$ cat src/rtl/tcc_pkg.sv
// Constants for the timer 2 control and third compare/capture channel.
// Assumes an 8-bit special-function bus with byte addresses.
package tcc_pkg;

    // ------------------------------------------------------------------
    // Register addresses and reset values
    // ------------------------------------------------------------------
    localparam logic [7:0] ADDR_COMPARE3_LOW   = 8'h00_C6;
    localparam logic [7:0] ADDR_COMPARE3_HIGH  = 8'h00_C7;
    localparam logic [7:0] ADDR_TIMER2_CONTROL = 8'h00_C8;
    localparam logic [7:0] RST_COMPARE3_LOW    = 8'h00_00;
    localparam logic [7:0] RST_COMPARE3_HIGH   = 8'h00_00;
    localparam logic [7:0] RST_TIMER2_CONTROL  = 8'h00_00;
    localparam logic [7:0] RDATA_UNMAPPED      = 8'h00_00;

    // ------------------------------------------------------------------
    // Field positions of the timer 2 control register
    // ------------------------------------------------------------------
    localparam int BIT_PRESCALE_SELECT = 7;
    localparam int BIT_IRQ3_EDGE       = 6;
    localparam int BIT_IRQ2_EDGE       = 5;
    localparam int BIT_RELOAD_HI       = 4;
    localparam int BIT_RELOAD_LO       = 3;
    localparam int BIT_COMPARE_STYLE   = 2;
    localparam int BIT_INPUT_MODE_HI   = 1;
    localparam int BIT_INPUT_MODE_LO   = 0;

    // ------------------------------------------------------------------
    // Timing: prescaler divisors in system clocks
    // ------------------------------------------------------------------
    localparam int          PRESCALE_DIV_SLOW = 24;
    localparam int          PRESCALE_DIV_FAST = 12;
    localparam logic [4:0]  PRESCALE_LAST_SLOW = 5'(PRESCALE_DIV_SLOW - 1);
    localparam logic [4:0]  PRESCALE_LAST_FAST = 5'(PRESCALE_DIV_FAST - 1);

    // ------------------------------------------------------------------
    // Encodings
    // ------------------------------------------------------------------
    localparam logic [1:0] CH_MODE_OFF        = 2'h0;
    localparam logic [1:0] CH_MODE_CAPT_EDGE  = 2'h1;
    localparam logic [1:0] CH_MODE_COMPARE    = 2'h2;
    localparam logic [1:0] CH_MODE_CAPT_WRITE = 2'h3;
    localparam logic [1:0] T2_IN_STOP         = 2'h0;
    localparam logic [1:0] T2_IN_TIMER        = 2'h1;
    localparam logic [1:0] T2_IN_COUNTER      = 2'h2;
    localparam logic [1:0] T2_IN_GATED        = 2'h3;

endpackage : tcc_pkg

$ cat src/rtl/tcc_pin_sync.sv
// Pin synchroniser with agreement filter and edge detection.
// Assumes an asynchronous pin input and a single system clock.
`timescale 1ns/100ps
module tcc_pin_sync
(
    input  wire logic ref_clk,     // System clock
    input  wire logic sys_rst,     // Synchronous reset, active high
    input  wire logic pin_in,      // Asynchronous pin
    input  wire logic rise_sel,    // 1 selects rising, 0 falling edge
    output logic      level_q,     // Filtered pin level
    output logic      rise_q,      // One-cycle pulse on rising edge
    output logic      fall_q,      // One-cycle pulse on falling edge
    output logic      sel_edge_q   // One-cycle pulse on selected edge
);

    // ------------------------------------------------------------------
    // Three-stage synchroniser; level changes once stages 2 and 3 agree
    // ------------------------------------------------------------------
    logic s1_q;
    logic s2_q;
    logic s3_q;
    logic level_d;
    logic rise_d;
    logic fall_d;
    logic sel_edge_d;
    logic [2:0] fill_q;
    logic [2:0] fill_d;
    logic       armed;

    // Level is seeded from the settled pin after reset so an idle-high pin
    // gives no false edge; edges count only once the stages are filled
    always_comb
    begin
        armed      = fill_q[2];
        fill_d     = armed ? fill_q : fill_q + 3'h1;
        level_d    = !armed ? s3_q : ((s2_q == s3_q) ? s3_q : level_q);
        rise_d     = armed & level_d & ~level_q;
        fall_d     = armed & ~level_d & level_q;
        sel_edge_d = rise_sel ? rise_d : fall_d;
    end

    always_ff @(posedge ref_clk)
    begin
        if (sys_rst)
        begin
            s1_q       <= 1'b0;
            s2_q       <= 1'b0;
            s3_q       <= 1'b0;
            fill_q     <= 3'h0;
            level_q    <= 1'b0;
            rise_q     <= 1'b0;
            fall_q     <= 1'b0;
            sel_edge_q <= 1'b0;
        end
        else
        begin
            s1_q       <= pin_in;
            s2_q       <= s1_q;
            s3_q       <= s2_q;
            fill_q     <= fill_d;
            level_q    <= level_d;
            rise_q     <= rise_d;
            fall_q     <= fall_d;
            sel_edge_q <= sel_edge_d;
        end
    end

endmodule : tcc_pin_sync

$ cat src/rtl/tcc_compare3.sv
// Timer 2 with its control register and the third compare/capture channel.
// Assumes an 8-bit special-function bus in the system clock domain and
// asynchronous external pins, which are synchronised here.
//
// Function
// Low byte of third compare/capture value at C6h, reset 00h.
// High byte at C7h, pairs with low byte into 16 bits, reset 00h.
// Channel captures timer 2 count or compares against it, per mode.
// Timer 2 control register at C8h, reset 00h, governs timer 2.
// Control bit 6 selects interrupt 3 edge: 0 falling, 1 rising.
// Control bit 5 selects interrupt 2 edge: 0 falling, 1 rising.
// Control bit 7 prescaler: 0 divides clock by 12, 1 by 24.
// Channel mode is two-bit field from mode-enable register bits 7:6.
// Compare style 0: match sets pin high until next timer 2 overflow.
// Compare style 1: match copies port latch to pin; overflow no change.
// Gated mode counts prescaled ticks only while gate pin allows.
`timescale 1ns/100ps
module tcc_compare3
(
    input  wire logic       ref_clk,              // System clock, 40 MHz
    input  wire logic       sys_rst,              // Synchronous reset, active high
    input  wire logic [7:0] sfr_addr,             // Register address
    input  wire logic       sfr_wr,               // Write strobe
    input  wire logic       sfr_rd,               // Read strobe
    input  wire logic [7:0] sfr_wdata,            // Write data
    output logic      [7:0] sfr_rdata,            // Read data, registered
    input  wire logic [1:0] compare_mode_enable,  // Mode field, bits 7:6 of mode register
    input  wire logic       compare_pin_in,       // Capture input pin
    input  wire logic       port_latch_bit,       // Pre-written port latch value
    input  wire logic       timer2_count_gate_pin,// Count / gate pin
    input  wire logic       external_irq_two,     // External interrupt 2 pin
    input  wire logic       external_irq_three,   // External interrupt 3 pin
    output logic            compare_pin,          // Compare output pin
    output logic            irq2_event,           // Pulse on selected interrupt 2 edge
    output logic            irq3_event,           // Pulse on selected interrupt 3 edge
    output logic     [15:0] timer2_count,         // Timer 2 count
    output logic            timer2_overflow       // Pulse when timer 2 wraps
);

    // ------------------------------------------------------------------
    // State
    // ------------------------------------------------------------------
    logic [7:0]  compare3_low_q;
    logic [7:0]  compare3_low_d;
    logic [7:0]  compare3_high_q;
    logic [7:0]  compare3_high_d;
    logic [7:0]  timer2_control_q;
    logic [7:0]  timer2_control_d;
    logic [7:0]  rdata_q;
    logic [7:0]  rdata_d;
    logic [15:0] count_q;
    logic [15:0] count_d;
    logic [4:0]  presc_q;
    logic [4:0]  presc_d;
    logic        ovf_q;
    logic        ovf_d;
    logic        pin_q;
    logic        pin_d;
    logic        irq2_q;
    logic        irq3_q;

    // ------------------------------------------------------------------
    // Pin synchronisers
    // ------------------------------------------------------------------
    logic gate_level;
    logic gate_fall;
    logic capt_edge;
    logic irq2_edge;
    logic irq3_edge;

    tcc_pin_sync u_gate
    (
        .ref_clk    (ref_clk),
        .sys_rst    (sys_rst),
        .pin_in     (timer2_count_gate_pin),
        .rise_sel   (1'b0),
        .level_q    (gate_level),
        .rise_q     (),
        .fall_q     (gate_fall),
        .sel_edge_q ()
    );

    // Capture pin edge follows the interrupt 3 edge selection
    tcc_pin_sync u_capt
    (
        .ref_clk    (ref_clk),
        .sys_rst    (sys_rst),
        .pin_in     (compare_pin_in),
        .rise_sel   (timer2_control_q[tcc_pkg::BIT_IRQ3_EDGE]),
        .level_q    (),
        .rise_q     (),
        .fall_q     (),
        .sel_edge_q (capt_edge)
    );

    tcc_pin_sync u_irq2
    (
        .ref_clk    (ref_clk),
        .sys_rst    (sys_rst),
        .pin_in     (external_irq_two),
        .rise_sel   (timer2_control_q[tcc_pkg::BIT_IRQ2_EDGE]),
        .level_q    (),
        .rise_q     (),
        .fall_q     (),
        .sel_edge_q (irq2_edge)
    );

    tcc_pin_sync u_irq3
    (
        .ref_clk    (ref_clk),
        .sys_rst    (sys_rst),
        .pin_in     (external_irq_three),
        .rise_sel   (timer2_control_q[tcc_pkg::BIT_IRQ3_EDGE]),
        .level_q    (),
        .rise_q     (),
        .fall_q     (),
        .sel_edge_q (irq3_edge)
    );

    // ------------------------------------------------------------------
    // Next-state logic
    // ------------------------------------------------------------------
    logic       wr_low;
    logic       wr_high;
    logic       wr_ctrl;
    logic       tick;
    logic       step;
    logic       capture;
    logic       match;
    logic [1:0] in_mode;
    logic [4:0] presc_last;

    always_comb
    begin
        wr_low     = sfr_wr && (sfr_addr == tcc_pkg::ADDR_COMPARE3_LOW);
        wr_high    = sfr_wr && (sfr_addr == tcc_pkg::ADDR_COMPARE3_HIGH);
        wr_ctrl    = sfr_wr && (sfr_addr == tcc_pkg::ADDR_TIMER2_CONTROL);
        in_mode    = {timer2_control_q[tcc_pkg::BIT_INPUT_MODE_HI],
                      timer2_control_q[tcc_pkg::BIT_INPUT_MODE_LO]};
        presc_last = timer2_control_q[tcc_pkg::BIT_PRESCALE_SELECT]
                   ? tcc_pkg::PRESCALE_LAST_SLOW
                   : tcc_pkg::PRESCALE_LAST_FAST;

        // Prescaler runs whenever the timer input is a clocked mode
        presc_d = presc_q;
        tick    = 1'b0;
        if (in_mode == tcc_pkg::T2_IN_STOP || in_mode == tcc_pkg::T2_IN_COUNTER)
        begin
            presc_d = 5'h0_0;
        end
        else if (presc_q >= presc_last)
        begin
            presc_d = 5'h0_0;
            tick    = 1'b1;
        end
        else
        begin
            presc_d = presc_q + 5'h0_1;
        end

        unique case (in_mode)
            tcc_pkg::T2_IN_STOP:    step = 1'b0;
            tcc_pkg::T2_IN_TIMER:   step = tick;
            tcc_pkg::T2_IN_COUNTER: step = gate_fall;
            tcc_pkg::T2_IN_GATED:   step = tick && gate_level;
        endcase

        count_d = step ? count_q + 16'h0_001 : count_q;
        ovf_d   = step && (count_q == 16'hFFFF);

        // Channel mode decides capture or compare
        capture = ((compare_mode_enable == tcc_pkg::CH_MODE_CAPT_EDGE) && capt_edge)
               || ((compare_mode_enable == tcc_pkg::CH_MODE_CAPT_WRITE) && wr_low);
        match   = (compare_mode_enable == tcc_pkg::CH_MODE_COMPARE)
               && ({compare3_high_q, compare3_low_q} == count_q);

        // Capture wins over a software write in the same cycle
        compare3_low_d  = wr_low  ? sfr_wdata : compare3_low_q;
        compare3_high_d = wr_high ? sfr_wdata : compare3_high_q;
        if (capture)
        begin
            compare3_low_d  = count_q[7:0];
            compare3_high_d = count_q[15:8];
        end

        timer2_control_d = wr_ctrl ? sfr_wdata : timer2_control_q;

        pin_d = pin_q;
        if (timer2_control_q[tcc_pkg::BIT_COMPARE_STYLE])
        begin
            if (match)
            begin
                pin_d = port_latch_bit;
            end
        end
        else if (match)
        begin
            pin_d = 1'b1;
        end
        else if (ovf_q)
        begin
            pin_d = 1'b0;
        end

        rdata_d = rdata_q;
        if (sfr_rd)
        begin
            unique case (sfr_addr)
                tcc_pkg::ADDR_COMPARE3_LOW:   rdata_d = compare3_low_q;
                tcc_pkg::ADDR_COMPARE3_HIGH:  rdata_d = compare3_high_q;
                tcc_pkg::ADDR_TIMER2_CONTROL: rdata_d = timer2_control_q;
                default:                      rdata_d = tcc_pkg::RDATA_UNMAPPED;
            endcase
        end
    end

    // ------------------------------------------------------------------
    // Registers
    // ------------------------------------------------------------------
    always_ff @(posedge ref_clk)
    begin
        if (sys_rst)
        begin
            compare3_low_q   <= tcc_pkg::RST_COMPARE3_LOW;
            compare3_high_q  <= tcc_pkg::RST_COMPARE3_HIGH;
            timer2_control_q <= tcc_pkg::RST_TIMER2_CONTROL;
            rdata_q          <= 8'h00_00;
            count_q          <= 16'h0_000;
            presc_q          <= 5'h0_0;
            ovf_q            <= 1'b0;
            pin_q            <= 1'b0;
            irq2_q           <= 1'b0;
            irq3_q           <= 1'b0;
        end
        else
        begin
            compare3_low_q   <= compare3_low_d;
            compare3_high_q  <= compare3_high_d;
            timer2_control_q <= timer2_control_d;
            rdata_q          <= rdata_d;
            count_q          <= count_d;
            presc_q          <= presc_d;
            ovf_q            <= ovf_d;
            pin_q            <= pin_d;
            irq2_q           <= irq2_edge;
            irq3_q           <= irq3_edge;
        end
    end

    assign sfr_rdata       = rdata_q;
    assign compare_pin     = pin_q;
    assign irq2_event      = irq2_q;
    assign irq3_event      = irq3_q;
    assign timer2_count    = count_q;
    assign timer2_overflow = ovf_q;

endmodule : tcc_compare3

$ cat config.mk
export PLATFORM = sky130hd
export DESIGN_NAME = tcc_compare3
export DESIGN_NICKNAME = d
export VERILOG_FILES = /design/src/rtl/tcc_pkg.sv /design/src/rtl/tcc_pin_sync.sv /design/src/rtl/tcc_compare3.sv
export SDC_FILE = /design/constraint.sdc
export NUM_CORES = 1
export LEC_CHECK = 0
export BUFFER_PORTS_ARGS = -buffer_cell sky130_fd_sc_hd__buf_2
export CAP_MARGIN = 20
export CORE_MARGIN = 2
export CORE_UTILIZATION = 27
export DETAILED_ROUTE_END_ITERATION = 16
export PLACE_DENSITY_LB_ADDON = 0.1
export SLEW_MARGIN = 20
export SYNTH_ARGS = -nofsm -noshare
export SYNTH_HDL_FRONTEND = slang
export SYNTH_HIERARCHICAL = 1
export SYNTH_SLANG_ARGS = --single-unit
$ cat constraint.sdc
create_clock -name ref_clk -period 2.8 [get_ports ref_clk]
set_input_delay 0.84 -clock ref_clk [delete_from_list [all_inputs] [get_ports ref_clk]]
set_output_delay 0.84 -clock ref_clk [all_outputs]
set_load 0.01 [all_outputs]
==> flow_summary.toml, run 1 <==
[finish]
final_cell_area_mm2 = 0.00495
final_nets = 531
antennaDiodeCount = 0
drive_above_1_share = 0.228
area_delta_synth_final_pct = 21.6

[place]
dp_hpwl_um = 7520
place_area_mm2 = 0.00462
place_congestion = 0.715
port_buffers = 54

[clock_network]
ctsHtreeMaxLevel = 3
cts_buffers = 9
clock-root-buffer = "clkbuf_16"
cts.clk_slew.worst_paths_ns = 0.07
clockBufferDepth = 2
cts_resized = 0
cts_setup_buffers = 0
clock_latency_ns = 0.35
cts.hold.buffers_added = 0
cts_tree = "built"
clock-sinks = 89

[power]
power_per_cell_area_mw_per_mm2 = 575
ir_drop_mv = 0.243
p_leak_nw = 1.94

[setup_path]
rr_worst_depth = 8
cp_max_fo = 21
crit_required_ns = 3.08
crit_path_start_kind = "register"
crit_arrival_ns = 2.61
endpoint_kind = "register"
path_class = "register to register"

[global_routing]
grt_usage = 0.143
grt_overflow_total = 0
antenna_found_initial = 1
grt_pass1_vias = 3231
grt_max_degree = 33
grt_pass1_wl_um = 17700

[timing]
rsz0062_at_grt = "false"
fin_crit_ns = 2.33
clock.fmax_mhz = 430
whs_ns = 0.416
hold_viol_final = 0
drv_slew = 0
worst_pin_slew_ns = 0.683
slew-limit-headroom = 0.545
setup_viol = 0
fin_setup_tns_ns = 0
fin_crit_sh = 0.831
finClkSkew_ns = 0.00697

[routing]
drt_iter0_markers = 172
via_per_inst = 5.00
via_count = 3419
drcViolationCount = 0
wirelength_um = 10900
firstDrtPassIters = 4
drtAntennaViolNets = 0
wl_per_cell_um = 16.0

[yosys]
syn_area_mm2 = 0.00407
synthCells = 435
yosysWarningCount = 6
synthesis.nets = 471
avgSynthCellArea_um2 = 9.36

[die]
start_util = 0.278
die_area_mm2 = 0.0161
row_count = 44
die_w_um = 127
io_pins = 55
die_y_um = 127
core-area_mm2 = 0.0146

[status]
status = "finished, final reports clean"

[job]
maxCapViolCount = 0

[min_path]
holdPathStages = 1
hold_path.class = "register to register"
[sequential cells by signal (all words and copies together) (netlist names), 3 cells and up]
register and flops:
u_irq3/fill_q 3, timer2_count 16, sfr_rdata 8, compare3_low_q 8, u_irq2/fill_q 3, timer2_control_q 8, compare3_high_q 8, u_capt/fill_q 3
presc_q 5, u_gate/fill_q 3
[layout by cell type, fill, tap and decap left out, types with 5 or more instances in the layout]
cell,count
a211oi_2,8
a22o_1,8
nand2b_1,9
or3_1,8
xnor2_1,13
o21ai_0,18
buf_2,54
clkbuf_16,9
buf_4,15
or4_1,6
xor2_1,11
mux2i_1,13
nand4_1,12
a311oi_2,8
nand3_1,22
a21oi_1,26
nand4b_1,5
nor2b_1,16
o31ai_1,5
ha_1,9
a22oi_1,8
nand2_1,29
inv_1,11
nor2_1,45
dfxtp_1,89
[metal layers]
layer	share of wire	GRT usage	wire (um)
met1	0.46	0.186	4990
met2	0.47	0.228	5130
met3	0.052	0.0321	572
met4	0.022	0.0614	244
met5	0.00064	0	7
[worst paths after layout]
check / start / end / slack (ns)
worst max register to register: timer2_control_q[7] / timer2_count[13] / 0.47
worst min-delay path: u_gate/s2_q / u_gate/fall_q / 0.42
worst min register to register: u_gate/s2_q / u_gate/fall_q / 0.42
worst max-delay path: timer2_control_q[7] / timer2_count[13] / 0.47
[stage by stage]
| stage | power (W) | cells | setup WS [ns] | utilization |
|---|---|---|---|---|
| 3_3_place_gp | 0.00152 | 668 | 0.356 | 0.315 |
| 6_report | 0.00285 | 684 | 0.473 | 0.338 |
| 4_1_cts | 0.00290 | 684 | 0.458 | 0.338 |
| 5_1_grt | 0.00297 | 684 | 0.281 | 0.338 |
| 3_5_place_dp | 0.00153 | 668 | 0.312 | 0.315 |
| 2_1_floorplan | 0.00146 | 435 | 0.441 | - |
[area by class of cell]
cell class,instances,area (um^2)
Clock buffer,12,256
Tap cell,184,230
Multi-Input combinational cell,313,2140
Clock inverter,4,75.1
Timing Repair Buffer,71,423
Fill cell,1541,9690
Inverter,11,41.3
Sequential cell,89,1780
[critical path: stages (launching register included)]
cell and delay [ns]:
dfxtp_1 0.38, inv_1 0.08, ha_1 0.30, o211ai_1 0.08
o21ai_0 0.30, a31oi_2 0.21, buf_4 0.24, or4_1 0.51
a21oi_1 0.15
[report_power, final]
| group | switching (W) | internal (W) |
|---|---|---|
| registers | 0.0000314 | 0.00131 |
| logic | 0.0000845 | 0.0000741 |
| clock network | 0.000519 | 0.000831 |
| total | 0.000635 | 0.00221 |
No activity file was read; power rests on OpenSTA's default activity.
==> inputs of run 2 (changes only) <==
- ABC_AREA: not set -> 1
- clock period: 2.8 -> 2.4 ns (I/O delays scaled with it)
==> run 2 against run 1 <==
Global-route usage is 0.72 points higher. Clock power is 14% higher. Fmax is 26% higher. Combinational power is 29% higher. Critical endpoint is now timer2_overflow. Largest cell class unchanged.
==> flow_summary.toml, run 2 <==
[power]
power_per_cell_area_mw_per_mm2 = 624
ir_drop_mv = 0.323
p_leak_nw = 2.37

[finish]
final_cell_mix = "119 x nand2_1, 105 x nand3_1, 89 x dfxtp_1"
multi_input_area_mm2 = 0.00232
fin_util = 0.323
drive_above_1_share = 0.151
largest_register_ffs = 16
area_delta_synth_final_pct = 17.3
register_area_mm2 = 0.00178
final_nets = 732
final_common_cell = "nand2_1"
nFillCells = 1847

[timing]
slew-limit-headroom = 0.584
setup_viol = 0
clock.fmax_mhz = 542
drv_slew = 0
worst_pin_slew_ns = 0.624
finClkSkew_ns = 0.0130
hold_viol_final = 0
fin_crit_sh = 0.768
fin_setup_tns_ns = 0
fin_crit_ns = 1.84
rsz0062_at_grt = "false"

[clock_network]
clock-root-buffer = "clkbuf_16"
clockBufferDepth = 2
cts.hold.buffers_added = 0
cts_tree = "built"
cts_buffers = 9
cts_setup_buffers = 0
clock_latency_ns = 0.35
clock-sinks = 89
cts.clk_slew.worst_paths_ns = 0.07
ctsHtreeMaxLevel = 3
cts_resized = 0

[setup_path]
cp-endpoint = "timer2_overflow"
rr_worst_depth = 10
r2r-start = "timer2_control_q[7]"
crit_arrival_ns = 2.09
critPathMostFrequentCell = "nand2_1"
worst_path_max_delay_cell = "dfxtp_1"
startpoint = "timer2_control_q[7]"
reg2reg_slack_ns = 0.56
r2r_end = "timer2_overflow"
crit_required_ns = 2.65
slowest_delay_ns = 0.38
crit_path_start_kind = "register"
path_class = "register to register"
path_cells = "inv_1, ha_1, nand2_1, nor2_1, nand2_1, nand2_1, o211ai_2, nand2_2, nand2_1, nor3_1"
endpoint_kind = "register"
cp_max_fo = 18

[place]
place_congestion = 0.859
port_buffers = 54
dp_hpwl_um = 9660

[routing]
wirelength_um = 12800
firstDrtPassIters = 5
drt_iter0_markers = 200
drcViolationCount = 0
via_count = 4293
wl_per_cell_um = 13.9
drtAntennaViolNets = 0
via_per_inst = 4.66

[die]
die_area_mm2 = 0.0179
io_pins = 55
start_util = 0.275
die_y_um = 134
row_count = 47
die_w_um = 134
core-area_mm2 = 0.0165

[global_routing]
grt_overflow_total = 0
grt_usage = 0.150
antenna_found_initial = 1
grt_pass1_wl_um = 21100
grt_pass1_vias = 4098
grt_max_degree = 60

[min_path]
hold_start = "u_capt/s1_q"
hold_path.class = "register to register"

[job]
maxCapViolCount = 0

[yosys]
syn_area_mm2 = 0.00454
synthesis.nets = 687
yosysWarningCount = 6
synthCells = 651
avgSynthCellArea_um2 = 6.98

[status]
status = "finished, final reports clean"
run 2: per-stage QoR:
| step | hold WS, ns | total power, W | instances | setup WS [ns] | instance area (um^2) |
|---|---|---|---|---|---|
| after global routing | 0.423 | 0.00349 | 920 | 0.321 | 5330 |
| after detailed placement | 0.399 | 0.00182 | 905 | 0.265 | 5010 |
| final | 0.405 | 0.00333 | 921 | 0.556 | 5330 |
| after floorplan | 0.388 | 0.00174 | 651 | 0.560 | 4540 |
| after CTS | 0.409 | 0.00339 | 920 | 0.513 | 5330 |
| after global placement | 0.394 | 0.00181 | 905 | 0.282 | 5010 |
run 2: area by class of cell:
class	count	area share
Antenna cell	1	0.000469
Clock buffer	11	0.0455
Timing Repair Buffer	60	0.0592
Tap cell	220	0.0516
Clock inverter	4	0.0143
Multi-Input combinational cell	452	0.435
Inverter	84	0.0592
Sequential cell	89	0.334
run 2: worst max-delay path, delay by kind of cell, from the launching register on:
| family | cells | cell delay (ns) |
|---|---|---|
| compound gates | 1 | 0.10 |
| simple gates | 7 | 0.87 |
| flops | 1 | 0.38 |
| fa+ha+maj | 1 | 0.29 |
| buf+inv | 1 | 0.09 |
run 2: how the worst min path moves through the flow:
stage                             end  cells after the start
after floorplan            irq2_event                      2
after global placement    u_capt/s2_q                      2
after detailed placement  u_capt/s2_q                      2
after CTS                 u_irq3/s2_q                      2
after global routing      u_capt/s2_q                      2
final                     u_capt/s2_q                      2
run 2: where the power goes:
part	internal, W	switching, W	total (W)
combinational	0.0000755	0.000130	0.000205
clock	0.000940	0.000603	0.00154
sequential	0.00153	0.0000440	0.00158
run 2: metal layers:
metal,vias to the layer above,global-route usage,share of wire
met5,-,0,0
met1,1990,0.193,0.47
li1,2208,-,-
met3,17,0.0308,0.036
met4,0,0.0650,0.023
met2,78,0.244,0.47
==> inputs of run 3 (changes only) <==
- clock period: 2.4 -> 1.6 ns (I/O delays scaled with it)
==> run 3 against run 2 <==
The flow now finishes with violations (negative setup slack). Power rose by 52%. Largest cell class unchanged. Combinational power rose by 64%. Flip-flop and latch count unchanged.
==> flow_summary.toml, run 3 (synthesis gave the netlist of run 2 again) <==
[setup_path]
crit_required_ns = 1.89
cp_max_fo = 8
path_class = "register to register"
crit_family = "simple AND/OR/NAND/NOR gates"
slowest_delay_ns = 0.34
crit_arrival_ns = 1.92
path_cells = "buf_6, ha_4, nand2_2, nor2_2, nand2_1, nand2_1, o211ai_2, nand2_4, buf_12, nand2_1, a21oi_1"
worst_path_max_delay_cell = "dfxtp_2"
endpoint_kind = "register"
critPathMostFrequentCell = "nand2_1"
crit_path_start_kind = "register"
cp_num_buf_inv = 2

[die]
die_w_um = 134
die_y_um = 134
start_util = 0.275
row_count = 47
core-area_mm2 = 0.0165
io_pins = 55
die_area_mm2 = 0.0179

[finish]
nFillCells = 1763
final_cell_mix = "113 x nand2_1, 105 x nand3_1, 85 x dfxtp_1"
largest_register_ffs = 16
area_delta_synth_final_pct = 29.2
drive_above_1_share = 0.234
final_common_cell = "nand2_1"
final_nets = 778

[routing]
drt_iter0_markers = 249
via_per_inst = 4.59
drtAntennaViolNets = 0
drcViolationCount = 0
wirelength_um = 13200
via_count = 4439
firstDrtPassIters = 4
wl_per_cell_um = 13.7

[clock_network]
clock-sinks = 89
clock_latency_ns = 0.35
ctsHtreeMaxLevel = 3
cts.clk_slew.worst_paths_ns = 0.07
cts_tree = "built"
clockBufferDepth = 2
cts_buffers = 9
clock-root-buffer = "clkbuf_16"

[place]
place_congestion = 0.839
dp_hpwl_um = 10100
port_buffers = 54
dp_slack_ns = -0.125

[min_path]
hold_path.class = "input port to register"

[timing]
hold_viol_final = 0
fin_crit_ns = 1.64
clock.fmax_mhz = 611
slew-limit-headroom = 0.736
fin_crit_sh = 1.02
whs_ns = 0.328
rsz0062_at_grt = "true"
setup_viol = 12
worst_pin_slew_ns = 0.396
finalWorstSetupSlack_ns = -0.0363
finClkSkew_ns = 0.0110
fin_setup_tns_ns = -0.254
drv_slew = 0

[global_routing]
antenna_found_initial = 1
grt_pass1_wl_um = 22100
grt_max_degree = 60
grt_pass1_vias = 4202
grt_overflow_total = 0
grt_usage = 0.157

[status]
status = "finished, violations left"
violations = "negative setup slack"

[power]
power_per_cell_area_mw_per_mm2 = 859
p_leak_nw = 2.66
ir_drop_mv = 0.555

[job]
maxCapViolCount = 0
## run 3: cell count changes in the layout (fill, tap and decap cells not counted), sizes merged
cell / delta
clkbuf: -2
inv: +1
clkinv: +1
clkinvlp: +1
buf: +46
## run 3: worst min-delay path, stage by stage
cell and delay [ns]:
buf_2 0.09, inv_1 0.04, nor2_1 0.03
## run 3: worst paths after layout
kind	start	to	slack, ns	depth (start not counted)
worst min-delay path	compare_pin_in	u_capt/s1_q	0.33	3
worst max-delay path	timer2_control_q[7]	timer2_count[5]	-0.04	11
worst min register to register	u_irq3/s1_q	u_irq3/s2_q	0.40	2
worst max register to register	timer2_control_q[7]	timer2_count[5]	-0.04	11
## run 3: power breakdown
group	internal (W)	total, W	switching [W]
combinational	0.000132	0.000337	0.000204
clock	0.00138	0.00234	0.000957
sequential	0.00230	0.00237	0.0000677
## run 3: through the flow
stage          utilization  cells  total power [W]  instance area (um^2)
6_report             0.355    968          0.00504                  5870
5_1_grt              0.355    967          0.00529                  5870
4_1_cts              0.352    967          0.00513                  5820
3_5_place_dp         0.328    950          0.00276                  5420
3_3_place_gp         0.328    950          0.00274                  5420
2_1_floorplan            -    651          0.00262                  4550
## run 3: area by class of cell
type / count / area [um^2] / area share
Clock inverter: 7 / 101 / 0.0173
Tap cell: 220 / 275 / 0.0469
Clock buffer: 9 / 225 / 0.0384
Multi-Input combinational cell: 452 / 2410 / 0.411
Inverter: 84 / 318 / 0.0541
Antenna cell: 1 / 2.50 / 0.000426
Sequential cell: 89 / 1790 / 0.304
Timing Repair Buffer: 106 / 751 / 0.128
## run 3: routing by layer
metal	GRT usage	vias to the layer above	wire length [um]
li1	-	2298	-
met1	0.214	2038	6250
met2	0.249	91	6110
met3	0.0289	12	648
met4	0.0561	0	206
met5	0	-	0
## run 3: repair_timing
action                                  CTS  global route
endpoints found under the setup margin   18            19
hold buffers                              0             0
setup buffers                             1             0
resized for setup                        12            15
endpoints found under the hold margin     0             0
pin swaps                                 6             6
